[src/sbd_pkg.sv]
// package for the system bus decoder and abort controller
//
// What this block does
// [RL1] only little-endian transfers exist; no big-endian byte lane mapping
// [RL2] fixed priority: dma engine wins over processor when both request
// [RL3] top address nibble: 0x0 internal memories, 0xf peripherals, others undefined
// [RL4] access to any of the fourteen undefined regions aborts
// [RL5] internal region decodes eight more bits into 1-Mbyte memory slots
// [RL6] each memory aliases throughout its slot, ignoring upper address bits
// [RL7] access to an empty internal slot aborts
// [RL8] area 0 maps to flash before remap, to sram after remap
// [RL9] memory in area 0 also stays reachable at its own slot
// [RL10] writing one to remap toggle bit toggles remap; zero does nothing
// [RL11] abort indication goes to every master
// [RL12] dma ignores abort; processor acts only on its own access
// [RL13] full 32-bit aborted address is captured
// [RL14] size and access type of aborted transfer are recorded
// [RL15] cause flag tells undefined from misaligned address
// [RL16] last source flag per master names the latest aborting master
// [RL17] sticky per-master abort flag unless shown by last source flag
// [RL18] misaligned word or half-word accesses abort and are cancelled
// [RL19] processor instruction fetches skip the alignment check
// [RL20] size code: 00 byte, 01 half-word, 10 word
// [RL21] type code: 00 data read, 01 data write, 10 fetch
// [RL22] reading abort status clears both sticky flags
// [RL23] reset clears remap and all abort status and address fields
// [RL24] each new abort overwrites address, size, type, cause and source
package sbd_pkg;
    // ==================================================
    // register map (byte addresses)
    localparam logic [7:0] REG_REMAP_COMMAND = 8'h00;
    localparam logic [7:0] REG_ABORT_STATUS = 8'h04;
    localparam logic [7:0] REG_ABORT_ADDRESS = 8'h08;

    // ==================================================
    // abort status and remap command field positions
    localparam int UNDEF_BIT = 0;
    localparam int MISAL_BIT = 1;
    localparam int SIZE_LSB = 8;
    localparam int TYPE_LSB = 10;
    localparam int SRC_DMA_BIT = 16;
    localparam int SRC_CPU_BIT = 17;
    localparam int STK_DMA_BIT = 24;
    localparam int STK_CPU_BIT = 25;
    localparam int REMAP_BIT = 0;

    // ==================================================
    // address decode
    localparam logic [3:0] REGION_INTERNAL = 4'h0;
    localparam logic [3:0] REGION_PERIPH = 4'hf;
    localparam logic [7:0] SLOT_FLASH = 8'h01;
    localparam logic [7:0] SLOT_SRAM = 8'h02;
    localparam logic [7:0] SLOT_AREA0 = 8'h00;
    localparam logic [31:0] RESET_ZERO = 32'h0000_0000;

    // ==================================================
    // encodings
    typedef enum logic [1:0] {SZ_BYTE = 2'h0, SZ_HALF = 2'h1, SZ_WORD = 2'h2} sbd_size_t;
    typedef enum logic [1:0] {TY_READ = 2'h0, TY_WRITE = 2'h1, TY_FETCH = 2'h2} sbd_type_t;
    typedef enum logic [1:0] {TGT_NONE = 2'h0, TGT_FLASH = 2'h1, TGT_SRAM = 2'h2, TGT_PERIPH = 2'h3} sbd_tgt_t;

    // master request carrier
    typedef struct packed {
        logic req;
        logic [31:0] addr;
        sbd_size_t size;
        sbd_type_t kind;
    } sbd_req_t;

    // apb request carrier
    typedef struct packed {
        logic psel;
        logic penable;
        logic pwrite;
        logic [7:0] paddr;
        logic [31:0] pwdata;
    } sbd_apb_t;
endpackage

[src/sbd_bus_ctrl.sv]
// system bus arbiter, decoder, misalignment detector and abort status
//
// Local design decision: register access over APB.
`timescale 1ns/10ps
module sbd_bus_ctrl #(
    parameter int FLASH_AW = 17,
    parameter int SRAM_AW = 15
) (
    input wire logic clock,
    input wire logic rst_b,
    input wire sbd_pkg::sbd_req_t dmaReq,
    input wire sbd_pkg::sbd_req_t cpuReq,
    input wire sbd_pkg::sbd_apb_t apbIn,
    output logic [31:0] prdata,
    output logic pready,
    output logic pslverr,
    output logic dmaGrant,
    output logic cpuGrant,
    output logic abortOut,
    output sbd_pkg::sbd_tgt_t selTarget,
    output logic [31:0] memAddr,
    output logic remapped
);
    import sbd_pkg::*;

    // all state of the block
    typedef struct packed {
        logic remap;
        logic [31:0] abtAddr;
        sbd_size_t abtSize;
        sbd_type_t abtType;
        logic undef;
        logic misal;
        logic srcDma;
        logic srcCpu;
        logic stkDma;
        logic stkCpu;
        logic dmaGnt;
        logic cpuGnt;
        logic abort;
        sbd_tgt_t tgt;
        logic [31:0] mAddr;
        logic [31:0] rdata;
        logic ready;
    } sbd_state_t;

    sbd_state_t st_q;
    sbd_state_t st_d;
    sbd_req_t win;
    sbd_tgt_t tgtDec;
    logic [31:0] offDec;
    logic undefHit;
    logic misHit;
    logic abtHit;
    logic apbAcc;
    logic [31:0] statusWord;

    // ==================================================
    // decode helpers

    // aliased offset inside a memory of 2**aw bytes
    function automatic logic [31:0] alias_off(input logic [31:0] a, input int aw);
        logic [31:0] mask;
        mask = (32'h0000_0001 << aw) - 32'h0000_0001;
        return a & mask;
    endfunction

    // alignment check; fetches are never checked
    function automatic logic misaligned(input sbd_req_t r);
        logic bad;
        bad = 1'b0;
        if (r.kind != TY_FETCH) begin // RL19
            if (r.size == SZ_WORD) begin
                bad = (r.addr[1:0] != 2'h0); // RL18
            end else if (r.size == SZ_HALF) begin
                bad = r.addr[0]; // RL18
            end
        end
        return bad;
    endfunction

    // ==================================================
    // arbitration and address decode
    always_comb begin
        // dma is hard-wired above the processor; byte lanes are little-endian only, no swap path
        // RL1
        win = dmaReq.req ? dmaReq : cpuReq; // RL2
        tgtDec = TGT_NONE;
        offDec = RESET_ZERO;
        if (win.addr[31:28] == REGION_PERIPH) begin // RL3
            tgtDec = TGT_PERIPH;
            offDec = win.addr;
        end else if (win.addr[31:28] == REGION_INTERNAL) begin // RL5
            case (win.addr[27:20])
                SLOT_AREA0: begin
                    // area 0 follows the remap state, both slots stay live
                    if (st_q.remap) begin // RL8 RL9
                        tgtDec = TGT_SRAM;
                        offDec = alias_off(win.addr, SRAM_AW); // RL6
                    end else begin
                        tgtDec = TGT_FLASH;
                        offDec = alias_off(win.addr, FLASH_AW); // RL6
                    end
                end
                SLOT_FLASH: begin
                    tgtDec = TGT_FLASH;
                    offDec = alias_off(win.addr, FLASH_AW); // RL6
                end
                SLOT_SRAM: begin
                    tgtDec = TGT_SRAM;
                    offDec = alias_off(win.addr, SRAM_AW); // RL6
                end
                default: begin
                    tgtDec = TGT_NONE; // RL7
                end
            endcase
        end
        // undefined regions and empty slots both land here
        undefHit = win.req && (tgtDec == TGT_NONE); // RL4 RL7
        misHit = win.req && misaligned(win);
        abtHit = undefHit || misHit;
    end

    // status word as software sees it
    always_comb begin
        statusWord = RESET_ZERO;
        statusWord[UNDEF_BIT] = st_q.undef;
        statusWord[MISAL_BIT] = st_q.misal;
        statusWord[SIZE_LSB +: 2] = st_q.abtSize;
        statusWord[TYPE_LSB +: 2] = st_q.abtType;
        statusWord[SRC_DMA_BIT] = st_q.srcDma;
        statusWord[SRC_CPU_BIT] = st_q.srcCpu;
        statusWord[STK_DMA_BIT] = st_q.stkDma;
        statusWord[STK_CPU_BIT] = st_q.stkCpu;
    end

    // ==================================================
    // next state
    always_comb begin
        st_d = st_q;
        // apb answers in the access phase with zero wait states
        apbAcc = apbIn.psel && apbIn.penable;
        st_d.ready = apbIn.psel && !apbIn.penable;
        st_d.dmaGnt = dmaReq.req;
        st_d.cpuGnt = !dmaReq.req && cpuReq.req;
        // abort goes to all masters; the cpu alone decides to take it
        st_d.abort = abtHit; // RL11 RL12
        // a cancelled access selects nothing downstream
        st_d.tgt = abtHit ? TGT_NONE : (win.req ? tgtDec : TGT_NONE); // RL18
        st_d.mAddr = offDec;
        st_d.rdata = RESET_ZERO;
        if (apbIn.psel && !apbIn.penable && !apbIn.pwrite) begin
            case (apbIn.paddr)
                REG_ABORT_STATUS: st_d.rdata = statusWord;
                REG_ABORT_ADDRESS: st_d.rdata = st_q.abtAddr;
                default: st_d.rdata = RESET_ZERO;
            endcase
        end
        if (apbAcc && st_q.ready && apbIn.pwrite && apbIn.paddr == REG_REMAP_COMMAND) begin
            if (apbIn.pwdata[REMAP_BIT]) begin
                st_d.remap = !st_q.remap; // RL10
            end
        end
        // read clears sticky flags; a same-cycle abort below sets again only the flag of the source it displaces
        if (apbAcc && st_q.ready && !apbIn.pwrite && apbIn.paddr == REG_ABORT_STATUS) begin
            st_d.stkDma = 1'b0; // RL22
            st_d.stkCpu = 1'b0; // RL22
        end
        if (abtHit) begin
            // keep a displaced source visible as sticky before overwriting
            if (st_q.srcDma && !dmaReq.req) begin
                st_d.stkDma = 1'b1; // RL17
            end
            if (st_q.srcCpu && dmaReq.req) begin
                st_d.stkCpu = 1'b1; // RL17
            end
            st_d.abtAddr = win.addr; // RL13 RL24
            st_d.abtSize = win.size; // RL14 RL20
            st_d.abtType = win.kind; // RL14 RL21
            st_d.undef = undefHit; // RL15
            st_d.misal = !undefHit; // RL15
            st_d.srcDma = dmaReq.req; // RL16
            st_d.srcCpu = !dmaReq.req; // RL16
        end
    end

    // ==================================================
    // state register; everything clears to zero and unmapped
    always_ff @(posedge clock or negedge rst_b) begin
        if (!rst_b) begin
            st_q <= '0; // RL23
        end else begin
            st_q <= st_d;
        end
    end

    // outputs straight from flops, except pslverr which is tied low
    assign prdata = st_q.rdata;
    assign pready = st_q.ready;
    assign pslverr = 1'b0;
    assign dmaGrant = st_q.dmaGnt;
    assign cpuGrant = st_q.cpuGnt;
    assign abortOut = st_q.abort;
    assign selTarget = st_q.tgt;
    assign memAddr = st_q.mAddr;
    assign remapped = st_q.remap;
endmodule

[config.mk]
export PLATFORM = sky130hd
export DESIGN_NAME = sbd_bus_ctrl
export DESIGN_NICKNAME = d
export VERILOG_FILES = /design/src/sbd_pkg.sv /design/src/sbd_bus_ctrl.sv
export SDC_FILE = /design/constraint.sdc
export NUM_CORES = 1
export LEC_CHECK = 0
export ABC_AREA = 1
export BUFFER_PORTS_ARGS = -buffer_cell sky130_fd_sc_hd__buf_2
export CAP_MARGIN = 20
export CORE_MARGIN = 2
export CORE_UTILIZATION = 36
export CTS_CLUSTER_DIAMETER = 30
export DETAILED_ROUTE_END_ITERATION = 8
export PLACE_DENSITY = 0.6
export SLEW_MARGIN = 30
export SYNTH_ARGS = -nofsm -noshare
export SYNTH_HDL_FRONTEND = slang
export SYNTH_SLANG_ARGS = --single-unit
export TNS_END_PERCENT = 10
[constraint.sdc]
create_clock -name clock -period 1.1 [get_ports clock]
set_clock_uncertainty 0.05 [all_clocks]
set_input_delay 0.055 -clock clock [delete_from_list [all_inputs] [get_ports clock]]
set_output_delay 0.055 -clock clock [all_outputs]
set_load 0.005 [all_outputs]
==> results_dict.tcl <==
set metrics [dict create \
    status "complete, but fails checks" \
    violations "setup timing" \
    stdcell_area_um2 7640 \
    wl_per_cell_um 14.2 \
    reg2reg_depth 7 \
    dpl.hpwl_mm 9.78 \
    grt_max_degree 43 \
    ys_types 31 \
    row_count 44 \
    antenna_left 0 \
    clk-insertion-delay-late_ps 400 \
    p_leak_nw 4.26 \
    min_path_type "in -> reg" \
    cts_tree "yes" \
    drtIter0Drc 173 \
    worstPathMaxFanout 14 \
    start_kind "input port" \
    drc 0 \
    overflow 0 \
    dieArea_um2 16000 \
    rsz0062_at_grt "yes" \
    seq_area_um2 2830 \
    synth_seq_area_share_pct 52.3 \
    path_clk_slew_ps 50 \
    grt_pass1_wl_mm 22.0 \
    diodes 0 \
    antenna_found_initial 0 \
    drt_wl_total_mm 14.2 \
    cp.arrival_ps 1540 \
    ioPinCount 191 \
    die_y_um 127 \
    final-hold-violation-count 0 \
    drt_first_pass_iters 4 \
    synthCells 634 \
    finalSetupViolCount 62 \
    drive_above_1_share_pct 42.5 \
    clock_sinks 113 \
    layout_common_cells "buf_2 (155), nand2_1 (119), dfrtp_1 (112), inv_1 (72), buf_4 (53)" \
    core_um2 14600 \
    timing.fmax_mhz 770 \
    htree_levels 4 \
    port_buffers 158 \
    grt_use_total_pct 17.2 \
    yosysWarnings 0 \
    syn_nets 753 \
    clock_path_buffers 2 \
    die_w_um 127 \
    worst_slack_ps -198 \
    via_per_inst 4.43 \
    drv_cap 0 \
    placed_area_um2 6380 \
    synth_area_um2 5410 \
    cp.required_ps 1340 \
    critPathCaptureType "flop" \
    via_count 4442 \
    multiInputGateArea_um2 1850 \
    tns_ps -8810 \
    start_util_pct 37.0 \
    ir_worst_vdd_uv 847 \
    clockRootBuffer "clkbuf_16" \
    grt_pass1_vias 4391 \
    nFillCells 1296 \
    area_growth_pct 41.4 \
    nets 926 \
    syn_area_per_cell_um2 8.53 \
    place_congestion 0.847 \
    final_common_cell "buf_2" \
    numCtsBuffers 17 \
    maxSlewViolCount 0 \
    crit_type "in -> reg" \
    ys_ff_latch 113 \
    powerDensity_nw_per_um2 1570 \
    min_period_over_period_pct 118 \
    hold_path_depth 4 \
    finalCriticalPeriod_ps 1300 \
]
## area by class of cell
type	instances	share of cell area, %
clock inverter	8	1.96
multi-input combinational	347	24.2
tap	184	3.01
inverter	78	4.17
clock buffer	23	6.52
timing repair buffer	249	23.0
timing repair inverter	1	0.147
sequential	113	37.0
## cells by family (layout without fill, tap and decap cells)
logic type	Yosys count	after routing	share of synthesized area (%)
XOR/XNOR	2	2	0.324
AND/OR/NAND/NOR	306	306	25.8
flip-flops	113	113	52.3
buffers and inverters	174	359	17.8
AO/OA/AOI/OAI	38	38	3.68
other	1	1	0.0694
## power by group
| group | internal (mW) | leakage [nW] | switching [mW] |
|---|---|---|---|
| clock | 4.08 | 0.315 | 1.84 |
| combinational | 0.734 | 2.48 | 0.827 |
| sequential | 4.39 | 1.47 | 0.130 |
## flip-flops by register name, summed over array words and instances (netlist names)
register / flops
cpuGrant: 1
memAddr: 32
dmaGrant: 1
prdata: 32
selTarget: 2
remapped: 1
pready: 1
st_q: 42
abortOut: 1
## layer usage
metal / GRT usage [%] / wire length [um] / part of all wire [%] / up-vias
met4: 5.17 / 184 / 1.3 / 0
li1: - / - / - / 2214
met1: 24.9 / 6800 / 48 / 2093
met2: 25.6 / 6600 / 46 / 119
met3: 4.09 / 666 / 4.7 / 16
met5: 0 / 0 / 0 / -
## per-stage QoR
| stage | setup WS [ps] | total power [mW] | hold slack (ps) | std cells | util (%) |
|---|---|---|---|---|---|
| floorplan | -270 | 5.24 | -291 | 634 | - |
| global placement | -557 | 5.86 | -93.3 | 940 | 43.7 |
| detailed placement | -599 | 5.87 | -91.4 | 940 | 43.7 |
| CTS | -120 | 11.9 | 1.19 | 994 | 50.2 |
| global route | -280 | 12.5 | 30.9 | 1003 | 52.4 |
| finish | -198 | 12.0 | 13.0 | 1003 | 52.4 |
## critical path, stage by stage
cell and delay [ps]:
buf_4 130, buf_12 140, clkinv_16 60, nand2_1 60, nand2_2 70, nand2_2 60
nor2_4 160, nand2_2 80, nand2_2 80, nand2_2 80, nand3_4 160, nand2_8 100
buf_12 160, nand2_1 70, nand2_1 70
## worst paths after layout
kind,slack [ps],startpoint,to
setup reg to reg,10,pready,st_q[71]
max in group asynchronous,480,rst_b,memAddr[1]
min in group asynchronous,30,rst_b,dmaGrant
hold / removal,10,dmaReq[21],memAddr[17]
hold reg to reg,420,st_q[75],st_q[75]
setup / recovery,-200,dmaReq[36],st_q[105]
## synth_stat cells, drive strengths merged
cell type / n / area, um2
and2: 1 / 6.26
nand3: 46 / 240
o21ai: 27 / 139
nand2b: 5 / 31.3
a21oi: 7 / 35.0
inv: 78 / 293
nand4: 4 / 31.3
a31oi: 1 / 6.26
clkbuf: 10 / 37.5
xnor2: 1 / 8.76
buf: 86 / 631
dfrtp: 113 / 2830
nor2: 47 / 179
o22ai: 3 / 18.8
nand2: 156 / 588
nor3: 1 / 5.00
nor3b: 22 / 165
xor2: 1 / 8.76
conb: 1 / 3.75
or2: 24 / 150
## timing repair
action	in CTS	in global routing
resized for setup	19	60
pin swaps	5	7
cloned	0	4
hold buffers	22	0
setup buffers	1	5
hold endpoints to repair	138	0
setup endpoints to repair	60	64
Note: power is estimated with default switching activity, not from simulation.
